[src/hdl/lbp_defines.svh]
`ifndef LBP_DEFINES_SVH
`define LBP_DEFINES_SVH

// ==========================================
// Clock and timing
`define LBP_CLK_FREQ_HZ 50000000
`define LBP_PWM_FREQ_HZ 5000
`define LBP_TICK_TIME_US 25000
`define LBP_US_PER_S 1000000

// ==========================================
// Management register indices (byte address = index * 4)
`define LBP_IDX_MODE_SELECT 5'h1d
`define LBP_IDX_BEHAVIOR 5'h1e
`define LBP_IDX_PAGE_SELECT 5'h1f
`define LBP_IDX_EXT_FIRST 5'h10
`define LBP_ADDR_DUTY 8'h80
`define LBP_ADDR_MGMT_TOP 8'h7f

// ==========================================
// Behaviour register layout
`define LBP_BEH_PULSE_BIT 12
`define LBP_BEH_RATE_HI 11
`define LBP_BEH_RATE_LO 10
`define LBP_BEH_SEL_HI 8
`define LBP_BEH_SEL_LO 5
`define LBP_BEH_COMB_HI 3
`define LBP_BEH_COMB_LO 0
`define LBP_BEH_MASK 16'h1de_f

// ==========================================
// Reset values and page codes
`define LBP_RATE_RST 2'h1
`define LBP_MODE_RST 16'h8021
`define LBP_PAGE_RST 16'h0000
`define LBP_PAGE_EXT1 16'h0001
`define LBP_PAGE_EXT2 16'h0002
`define LBP_PAGE_EXT3 16'h0003
`define LBP_PAGE_GPIO 16'h0010
`define LBP_DUTY_RST 14'h1388

// ==========================================
// Blink and stretch lengths in ticks
`define LBP_BLINK_HALF_SLOW 4'h8
`define LBP_STRETCH_SLOW 5'h10

`endif

[src/hdl/lbp_pkg.sv]
package lbp_pkg;

  // ==========================================
  // Register space that an access reaches
  typedef enum logic [2:0] {
    LBP_SPC_MAIN = 3'h0,
    LBP_SPC_EXT1 = 3'h1,
    LBP_SPC_EXT2 = 3'h2,
    LBP_SPC_EXT3 = 3'h3,
    LBP_SPC_GPIO = 3'h4
  } lbp_space_e;

  // ==========================================
  // Bus slave states
  typedef enum logic [1:0] {
    LBP_ST_IDLE = 2'h0,
    LBP_ST_WR = 2'h1,
    LBP_ST_RD = 2'h2
  } lbp_state_e;

endpackage : lbp_pkg

[src/hdl/lbp_top.sv]
// Summary of operation
// - Behaviour settings readable and writable at 30
// - Pulsing bit gates active outputs at 5 kHz
// - Rate field picks blink and stretch length
// - Rate field resets to 5 Hz, 200 ms
// - Only port zero rate field is used
// - Combine-disable bit shows base function only
// - Page select at 31 resets to main
// - Pages 1 to 3 route 16-30 to extended
// - Page 0x10 routes 0-30 to GPIO
// - Registers 0-15 stay standard on extended pages
// - Register 29 holds four 4-bit mode codes
`timescale 1ns/1ps
`include "lbp_defines.svh"

module lbp_top #(
  parameter int unsigned TICK_CYCLES = `LBP_TICK_TIME_US * (`LBP_CLK_FREQ_HZ / `LBP_US_PER_S),
  parameter int unsigned PWM_CYCLES = `LBP_CLK_FREQ_HZ / `LBP_PWM_FREQ_HZ
) (
  // Clock and reset
  input wire logic hclk,
  input wire logic hresetn,
  // AHB-Lite slave
  input wire logic hsel,
  input wire logic [31:0] haddr,
  input wire logic [1:0] htrans,
  input wire logic hwrite,
  input wire logic [2:0] hsize,
  input wire logic hready,
  input wire logic [31:0] hwdata,
  output logic hreadyout,
  output logic hresp,
  output logic [31:0] hrdata,
  // Port identity and shared rate
  input wire logic is_port_zero,
  input wire logic [1:0] port_zero_rate,
  output logic [1:0] rate_out,
  // Indicator functions chosen by mode codes
  input wire logic [3:0] base_state,
  input wire logic [3:0] event_state,
  output logic [15:0] mode_select,
  // Routing of accesses held elsewhere
  output logic route_strobe,
  output logic route_write,
  output logic [2:0] route_space,
  output logic [4:0] route_reg,
  output logic [15:0] route_wdata,
  // Indicator pins
  output logic indicator_out_0,
  output logic indicator_out_1,
  output logic indicator_out_2,
  output logic indicator_out_3
);

  // ==========================================
  // Registers
  logic pulse_en;
  logic [1:0] rate;
  logic [3:0] stretch_sel;
  logic [3:0] comb_dis;
  logic [15:0] page;
  logic [13:0] duty;
  logic [15:0] beh_rd;

  // ==========================================
  // Bus slave
  lbp_pkg::lbp_state_e state;
  lbp_pkg::lbp_state_e next_state;
  logic [7:0] addr_q;
  logic take;
  logic is_mgmt;
  logic [4:0] idx;
  lbp_pkg::lbp_space_e space;
  logic local_reg;
  logic [15:0] rd_mux;

  assign take = hsel && htrans[1] && hready;
  assign is_mgmt = addr_q <= `LBP_ADDR_MGMT_TOP;
  assign idx = addr_q[6:2];

  // reserved zero
  // Bit 4 is the only reserved bit below the select field
  assign beh_rd = {3'h0, pulse_en, rate, 1'b0, stretch_sel, 1'b0, comb_dis};

  always_comb begin
    space = lbp_pkg::LBP_SPC_MAIN;
    if (idx != `LBP_IDX_PAGE_SELECT) begin
      if (page == `LBP_PAGE_GPIO) begin
        space = lbp_pkg::LBP_SPC_GPIO;
      end else if (idx >= `LBP_IDX_EXT_FIRST) begin
        if (page == `LBP_PAGE_EXT1) begin
          space = lbp_pkg::LBP_SPC_EXT1;
        end else if (page == `LBP_PAGE_EXT2) begin
          space = lbp_pkg::LBP_SPC_EXT2;
        end else if (page == `LBP_PAGE_EXT3) begin
          space = lbp_pkg::LBP_SPC_EXT3;
        end
      end
    end
  end

  assign local_reg = (space == lbp_pkg::LBP_SPC_MAIN) && (idx == `LBP_IDX_MODE_SELECT ||
    idx == `LBP_IDX_BEHAVIOR || idx == `LBP_IDX_PAGE_SELECT);

  always_comb begin
    rd_mux = 16'h0000;
    if (addr_q == `LBP_ADDR_DUTY) begin
      rd_mux = {2'h0, duty};
    end else if (is_mgmt && local_reg) begin
      unique case (idx)
        `LBP_IDX_MODE_SELECT: rd_mux = mode_select;
        `LBP_IDX_BEHAVIOR: rd_mux = beh_rd;
        default: rd_mux = page;
      endcase
    end
  end

  always_comb begin
    next_state = lbp_pkg::LBP_ST_IDLE;
    unique case (state)
      lbp_pkg::LBP_ST_IDLE, lbp_pkg::LBP_ST_WR: begin
        if (take) begin
          next_state = hwrite ? lbp_pkg::LBP_ST_WR : lbp_pkg::LBP_ST_RD;
        end
      end
      lbp_pkg::LBP_ST_RD: next_state = lbp_pkg::LBP_ST_IDLE;
      default: next_state = lbp_pkg::LBP_ST_IDLE;
    endcase
  end

  always_ff @(posedge hclk or negedge hresetn) begin
    if (!hresetn) begin
      state <= lbp_pkg::LBP_ST_IDLE;
      addr_q <= 8'h00;
    end else begin
      state <= next_state;
      if (take) begin
        addr_q <= (haddr[31:8] == 24'h00_0000) ? haddr[7:0] : 8'hff;
      end
    end
  end

  // Reads take one wait state so data is fresh after a write
  always_ff @(posedge hclk or negedge hresetn) begin
    if (!hresetn) begin
      hreadyout <= 1'b1;
      hresp <= 1'b0;
      hrdata <= 32'h0000_0000;
    end else begin
      hresp <= 1'b0;
      if (take && !hwrite) begin
        hreadyout <= 1'b0;
      end else if (state == lbp_pkg::LBP_ST_RD) begin
        hreadyout <= 1'b1;
        hrdata <= {16'h0000, rd_mux};
      end
    end
  end

  always_ff @(posedge hclk or negedge hresetn) begin
    if (!hresetn) begin
      pulse_en <= 1'b0;
      rate <= `LBP_RATE_RST;
      stretch_sel <= 4'h0;
      comb_dis <= 4'h0;
      mode_select <= `LBP_MODE_RST;
      page <= `LBP_PAGE_RST;
      duty <= `LBP_DUTY_RST;
    end else if (state == lbp_pkg::LBP_ST_WR) begin
      if (addr_q == `LBP_ADDR_DUTY) begin
        duty <= hwdata[13:0];
      end else if (is_mgmt && local_reg) begin
        unique case (idx)
          `LBP_IDX_MODE_SELECT: mode_select <= hwdata[15:0];
          `LBP_IDX_BEHAVIOR: begin
            pulse_en <= hwdata[`LBP_BEH_PULSE_BIT];
            rate <= hwdata[`LBP_BEH_RATE_HI:`LBP_BEH_RATE_LO];
            stretch_sel <= hwdata[`LBP_BEH_SEL_HI:`LBP_BEH_SEL_LO];
            comb_dis <= hwdata[`LBP_BEH_COMB_HI:`LBP_BEH_COMB_LO];
          end
          default: page <= hwdata[15:0];
        endcase
      end
    end
  end

  // Accesses to registers held outside this block
  always_ff @(posedge hclk or negedge hresetn) begin
    if (!hresetn) begin
      route_strobe <= 1'b0;
      route_write <= 1'b0;
      route_space <= 3'h0;
      route_reg <= 5'h00;
      route_wdata <= 16'h0000;
    end else begin
      route_strobe <= 1'b0;
      if ((state == lbp_pkg::LBP_ST_WR || state == lbp_pkg::LBP_ST_RD) && is_mgmt && !local_reg) begin
        route_strobe <= 1'b1;
        route_write <= state == lbp_pkg::LBP_ST_WR;
        route_space <= space;
        route_reg <= idx;
        route_wdata <= hwdata[15:0];
      end
    end
  end

  // ==========================================
  // Timebase
  logic [1:0] eff_rate;
  logic [23:0] tick_cnt;
  logic tick;
  logic [13:0] pwm_cnt;
  logic pwm_hi;
  logic [3:0] blink_cnt;
  logic [3:0] blink_half;
  logic blink_phase;
  logic [4:0] stretch_load;

  assign eff_rate = is_port_zero ? rate : port_zero_rate;
  assign blink_half = `LBP_BLINK_HALF_SLOW >> eff_rate;
  // One extra tick so a mid-tick event still gets the full time
  assign stretch_load = 5'((`LBP_STRETCH_SLOW >> eff_rate) + 5'h01);
  assign tick = tick_cnt == 24'(TICK_CYCLES - 1);

  always_ff @(posedge hclk or negedge hresetn) begin
    if (!hresetn) begin
      rate_out <= `LBP_RATE_RST;
    end else begin
      rate_out <= rate;
    end
  end

  always_ff @(posedge hclk or negedge hresetn) begin
    if (!hresetn) begin
      tick_cnt <= 24'h00_0000;
    end else begin
      tick_cnt <= tick ? 24'h00_0000 : 24'(tick_cnt + 24'h00_0001);
    end
  end

  always_ff @(posedge hclk or negedge hresetn) begin
    if (!hresetn) begin
      blink_cnt <= 4'h0;
      blink_phase <= 1'b0;
    end else if (tick) begin
      if (blink_cnt >= 4'(blink_half - 4'h1)) begin
        blink_cnt <= 4'h0;
        blink_phase <= !blink_phase;
      end else begin
        blink_cnt <= 4'(blink_cnt + 4'h1);
      end
    end
  end

  always_ff @(posedge hclk or negedge hresetn) begin
    if (!hresetn) begin
      pwm_cnt <= 14'h0000;
    end else if (pwm_cnt == 14'(PWM_CYCLES - 1)) begin
      pwm_cnt <= 14'h0000;
    end else begin
      pwm_cnt <= 14'(pwm_cnt + 14'h0001);
    end
  end

  assign pwm_hi = pwm_cnt < duty;

  // ==========================================
  // Indicator outputs
  logic [3:0] led_q;
  logic [3:0] lit;
  logic [4:0] stretch_cnt [4];

  for (genvar g = 0; g < 4; g++) begin : g_led
    always_ff @(posedge hclk or negedge hresetn) begin
      if (!hresetn) begin
        stretch_cnt[g] <= 5'h00;
      end else if (event_state[g]) begin
        stretch_cnt[g] <= stretch_load;
      end else if (tick && stretch_cnt[g] != 5'h00) begin
        stretch_cnt[g] <= 5'(stretch_cnt[g] - 5'h01);
      end
    end

    always_comb begin
      lit[g] = base_state[g];
      if (!comb_dis[g]) begin
        if (stretch_sel[g]) begin
          lit[g] = base_state[g] || stretch_cnt[g] != 5'h00;
        end else if (event_state[g]) begin
          lit[g] = blink_phase;
        end
      end
    end

    always_ff @(posedge hclk or negedge hresetn) begin
      if (!hresetn) begin
        led_q[g] <= 1'b0;
      end else begin
        led_q[g] <= lit[g] && (!pulse_en || pwm_hi);
      end
    end
  end

  assign indicator_out_0 = led_q[0];
  assign indicator_out_1 = led_q[1];
  assign indicator_out_2 = led_q[2];
  assign indicator_out_3 = led_q[3];

  // ==========================================
  // Assertions
  property p_beh_write;
    @(posedge hclk) disable iff (!hresetn)
      (state == lbp_pkg::LBP_ST_WR && is_mgmt && idx == `LBP_IDX_BEHAVIOR && space == lbp_pkg::LBP_SPC_MAIN)
      |=> beh_rd == ($past(hwdata[15:0]) & `LBP_BEH_MASK);
  endproperty
  a_beh_write: assert property (p_beh_write) else $error("behaviour write not stored");

  property p_reserved;
    @(posedge hclk) disable iff (!hresetn)
      (state == lbp_pkg::LBP_ST_RD && idx == `LBP_IDX_BEHAVIOR && local_reg)
      |=> (hrdata[15:0] & ~`LBP_BEH_MASK) == 16'h0000 && hreadyout;
  endproperty
  a_reserved: assert property (p_reserved) else $error("reserved bits not zero");

  property p_pulse_off;
    @(posedge hclk) disable iff (!hresetn)
      !pulse_en |=> led_q == $past(lit);
  endproperty
  a_pulse_off: assert property (p_pulse_off) else $error("output gated without pulsing");

  property p_pwm_wrap;
    @(posedge hclk) disable iff (!hresetn)
      pwm_cnt == 14'(PWM_CYCLES - 1) |=> pwm_cnt == 14'h0000 ##1 pwm_cnt == 14'h0001;
  endproperty
  a_pwm_wrap: assert property (p_pwm_wrap) else $error("pulse period wrong");

  property p_rate_src;
    @(posedge hclk) disable iff (!hresetn)
      !is_port_zero |-> eff_rate == port_zero_rate;
  endproperty
  a_rate_src: assert property (p_rate_src) else $error("rate not taken from port zero");

  property p_low_regs;
    @(posedge hclk) disable iff (!hresetn)
      (route_strobe && route_reg < `LBP_IDX_EXT_FIRST && $past(page) != `LBP_PAGE_GPIO)
      |-> route_space == lbp_pkg::LBP_SPC_MAIN;
  endproperty
  a_low_regs: assert property (p_low_regs) else $error("low register left main space");

  property p_gpio;
    @(posedge hclk) disable iff (!hresetn)
      (route_strobe && $past(page) == `LBP_PAGE_GPIO) |-> route_space == lbp_pkg::LBP_SPC_GPIO;
  endproperty
  a_gpio: assert property (p_gpio) else $error("gpio page not routed");

  property p_ext;
    @(posedge hclk) disable iff (!hresetn)
      (route_strobe && route_reg >= `LBP_IDX_EXT_FIRST && $past(page) == `LBP_PAGE_EXT2)
      |-> route_space == lbp_pkg::LBP_SPC_EXT2;
  endproperty
  a_ext: assert property (p_ext) else $error("extended page not routed");

  property p_stretch;
    @(posedge hclk) disable iff (!hresetn)
      event_state[0] |=> stretch_cnt[0] == $past(stretch_load) && stretch_cnt[0] != 5'h00;
  endproperty
  a_stretch: assert property (p_stretch) else $error("stretch not restarted");

  property p_mode;
    @(posedge hclk) disable iff (!hresetn)
      (state == lbp_pkg::LBP_ST_WR && is_mgmt && idx == `LBP_IDX_MODE_SELECT && space == lbp_pkg::LBP_SPC_MAIN)
      |=> mode_select == $past(hwdata[15:0]);
  endproperty
  a_mode: assert property (p_mode) else $error("mode codes not stored");

  c_read: cover property (@(posedge hclk) disable iff (!hresetn) state == lbp_pkg::LBP_ST_RD ##1 hreadyout);
  c_route: cover property (@(posedge hclk) disable iff (!hresetn) route_strobe && route_space != 3'h0);
  c_pulse: cover property (@(posedge hclk) disable iff (!hresetn) pulse_en && $fell(led_q[0]));
  c_blink: cover property (@(posedge hclk) disable iff (!hresetn) event_state[1] && $changed(blink_phase));

endmodule : lbp_top

[config.mk]
export PLATFORM = sky130hd
export DESIGN_NAME = lbp_top
export DESIGN_NICKNAME = d
export VERILOG_FILES = /design/src/hdl/lbp_pkg.sv /design/src/hdl/lbp_top.sv
export VERILOG_INCLUDE_DIRS = /design/src /design/src/hdl
export SDC_FILE = /design/constraint.sdc
export NUM_CORES = 1
export LEC_CHECK = 0
export BUFFER_PORTS_ARGS = -buffer_cell sky130_fd_sc_hd__buf_4
export CORE_AREA = 2 2 175 177
export DETAILED_ROUTE_END_ITERATION = 6
export DIE_AREA = 0 0 177 179
export SLEW_MARGIN = 25
export SYNTH_ARGS = -nofsm -noshare
export SYNTH_HDL_FRONTEND = slang
export SYNTH_SLANG_ARGS = --single-unit
[constraint.sdc]
create_clock -name hclk -period 2.3 [get_ports hclk]
set_input_delay 0 -clock hclk [delete_from_list [all_inputs] [get_ports hclk]]
set_output_delay 0 -clock hclk [all_outputs]
set_load 0.01 [all_outputs]
==> results.md <==
- Critical path class: reg2reg
- Clk_lat worst skew: 0.44 ns
- Switching part of the total: 0.2635
- Hold crit path type: in2reg
- Synthesis Warnings: 0
- Max clock buf depth: 2
- Status: completed
- Seq pwr share: 0.474
- Ys flop type: dfrtp_1
- Hold Path Cell Cnt: 5
- Die H: 179 um
- Max Cap Violations: 0
- Initial antenna violation count: 0
- R2R Path End: mode_select[6]
- WL per Instance: 16.31 um
- Cell Rows: 64
- Int Pwr: 5.330 mW
- Worst-path cell chain: nor4_2, nand4_2, buf_6, o31ai_4, buf_6, nor4b_4, buf_12, mux2_1
- FF-to-FF setup slack: 0.1 ns
- Critical path arrival: 2.51 ns
- Vias in the first global route: 6972
- Die W: 177 um
- Inserted Diodes: 0
- Gr ovfl total: 0
- Placed Instances: 1367
- GPL Wtd Cong: 0.8091
- Area contributors post-synth: dfrtp_1 47%, mux2_1 9.9%, ha_1 4.2%
- Crit Path Max Fanout: 10
- Reg with most FFs: tick_cnt
- Vias post-DR: 6801
- Cell mode on critical path: buf_6
- Crit-path max cell delay: 0.40 ns
- Fmax: 453.7 MHz
- DR DRC count: 0
- Inserted Clock Buffers: 17
- Dpl hpwl: 17650 um
- Reg2reg start: page[11]
- Buffers on Ports: 129
- Flip-flop count of the largest register after layout: 24
- Min Tclk post-route: 2.204 ns
- Synth top area share: 0.4739
- Vias per cell: 4.726
- First-pass GRT wire length: 38010 um
- Leakage: 5.407 nW
- Fraction of registers with async set or reset after synthesis: 1.000
- Sw Pwr: 1.907 mW
- Post-Route WL: 23460 um
- GRT Total Usage: 0.1550
- First drt pass iteration count: 5
- Syn_area_per_cell: 11.03 um^2
- Num Clock Sinks: 179
- PwrDens: 617.8 mW/mm^2
- Synth top cells by count: 168 x dfrtp_1, 78 x mux2_1, 70 x nand2_1
- Most common cell in the synthesized netlist: dfrtp_1
- Final Hold Fails: 0
- CTS tree: done
- Clock Skew: 0.01595 ns
- Hold worst-path end: stretch_cnt[4]
- Worst-path clk slew: 0.07 ns
- Core Area: 0.03003 mm^2
- Yosys top cell by area: dfrtp_1
- Register area share after synthesis: 0.5065
- Slew Viols, Final: 0
- Register bit count reported by yosys: 179
- Initial Util: 0.2954
- Distinct cells, synth: 64
- Pwr Total: 7.237 mW
- Comb pwr share: 0.121
- Starting DRT DRC Count: 419
- Post-Layout Cell Count: 1439
- Post-Syn Area: 0.008871 mm^2
- Root buf cell: clkbuf_16
- Post-DRT Antenna Nets: 0
- Slew headroom: 0.6129
- Top Registers: tick_cnt x24, stretch_cnt x20
- Clk pwr share: 0.405
- Layout cells sized above 1: 0.2570
- CP startpoint kind: register
- R2R cell count: 8
- Worst-Margin Slew: 0.5762 ns
- Setup TNS: 0 ns
- Worst vdd ir: 460.5 uV
- Period utilization: 0.9583
- Hold path startpoint: port_zero_rate[1]
- IO Count: 167
- Slowest stage cell, crit path: dfrtp_1
- Post-layout nets: 1145
- Post-synth EDFFs: 0
- P&R area growth vs syn: 32.06%
- Critical Path End Type: register
- Cell count after synthesis: 804
- H-Tree Depth: 4
- Largest net degree at the start of global routing: 50
- # setup viols final: 0
- Die area: 0.03168 mm^2
- Critical Path RT: 2.60 ns
==> power by group through the flow <==
| stage | clock [mW] | combinational [mW] | sequential, mW |
|---|---|---|---|
| floorplan | 0 | 0.293 | 3.52 |
| CTS | 3.02 | 0.890 | 3.44 |
| global route | 3.14 | 0.963 | 3.46 |
| global placement | 0 | 0.805 | 3.49 |
| detailed placement | 0 | 0.818 | 3.50 |
| finish | 2.93 | 0.876 | 3.43 |
==> area by class of cell <==
| cell class | instances | area [um^2] |
|---|---|---|
| Fill cell | 2926 | 18310 |
| Timing Repair Buffer | 239 | 1972 |
| Clock buffer | 17 | 425.4 |
| Clock inverter | 15 | 167.7 |
| Sequential cell | 179 | 4493 |
| Multi-Input combinational cell | 561 | 4041 |
| Inverter | 32 | 120.1 |
| Tap cell | 396 | 495.5 |
==> cell families (layout without fill, tap and decap cells) <==
kind of cell,Yosys count,in the layout,share of synthesized area
DFF,179,179,0.5065
xor gates and xnor gates,45,45,0.04443
buffers and inverters,80,303,0.04584
adders and majority gates,30,30,0.04231
and+or+nand+nor,281,281,0.1700
AOI/OAI and AO/OA,103,103,0.08280
other,1,17,0.0004227
muxes,85,85,0.1078
==> how the worst max path moves through the flow <==
| stage | slack [ns] | to | startpoint | depth (start not counted) |
|---|---|---|---|---|
| finish | 0.1 | mode_select[6] | page[11] | 8 |
| global route | -0.005 | page[6] | addr_q[3] | 8 |
| CTS | 0.004 | route_wdata[1] | addr_q[2] | 8 |
| detailed placement | -0.10 | mode_select[6] | addr_q[3] | 7 |
| global placement | -0.09 | mode_select[7] | addr_q[3] | 7 |
| floorplan | 0.09 | page[0] | addr_q[2] | 8 |
==> what timing repair did <==
| action | 4_1_cts | 5_1_grt |
|---|---|---|
| endpoints found under the hold margin | 210 | 0 |
| gates resized for setup | 2 | 5 |
| hold buffers | 34 | 0 |
| pin swaps | 5 | 3 |
| buffers inserted | 5 | 2 |
| endpoints found under the setup margin | 41 | 35 |
==> worst max-delay path: cells and delay by family, from the launching register on <==
kind | cells | cell delay [ns]
multiplexers | 1 | 0.32
AO/OA/AOI/OAI | 1 | 0.21
buffers and inverters | 3 | 0.51
AND/OR/NAND/NOR | 3 | 0.64
flip-flops | 1 | 0.40
==> routing by layer <==
layer	up-vias	share of wire	track usage
met4	0	0.011	0.04201
li1	3305	-	-
met2	165	0.49	0.2623
met1	3314	0.46	0.2014
met5	-	0	0
met3	17	0.045	0.03159
==> placed cells by master (no fill, tap or decap), types with 5 or more instances in the layout <==
cell type,instances
nand2b_1,12
mux2_1,78
o21ai_0,5
ha_1,30
and3_1,10
buf_12,5
xnor2_1,31
xor2_1,14
nor2_1,63
dfrtp_1,168
a21oi_1,19
nor4_1,15
clkbuf_16,17
o22ai_1,5
o21ai_1,18
nand4_1,10
nand3_1,21
a22oi_1,8
dlygate4sd3_1,34
inv_1,31
o221ai_1,14
nor4b_1,14
dfstp_2,11
mux2_2,6
a222oi_1,9
buf_4,192
nand2_1,70
buf_6,8
clkinv_4,6
conb_1,17
nor3_1,29
nor2b_1,6
==> per-stage QoR <==
| stage | area [um^2] | worst slack, ns | utilization | hold slack, ns |
|---|---|---|---|---|
| finish | 11720 | 0.09588 | 0.3901 | 0.04762 |
| floorplan | 8931 | 0.09206 | - | -0.2956 |
| global route | 11720 | -0.004807 | 0.3901 | 0.06673 |
| global placement | 10700 | -0.08602 | 0.3563 | -0.003040 |
| CTS | 11680 | 0.004160 | 0.3890 | 0.03069 |
| detailed placement | 10700 | -0.1006 | 0.3563 | -0.006327 |
(Power assumes the default switching activity.)
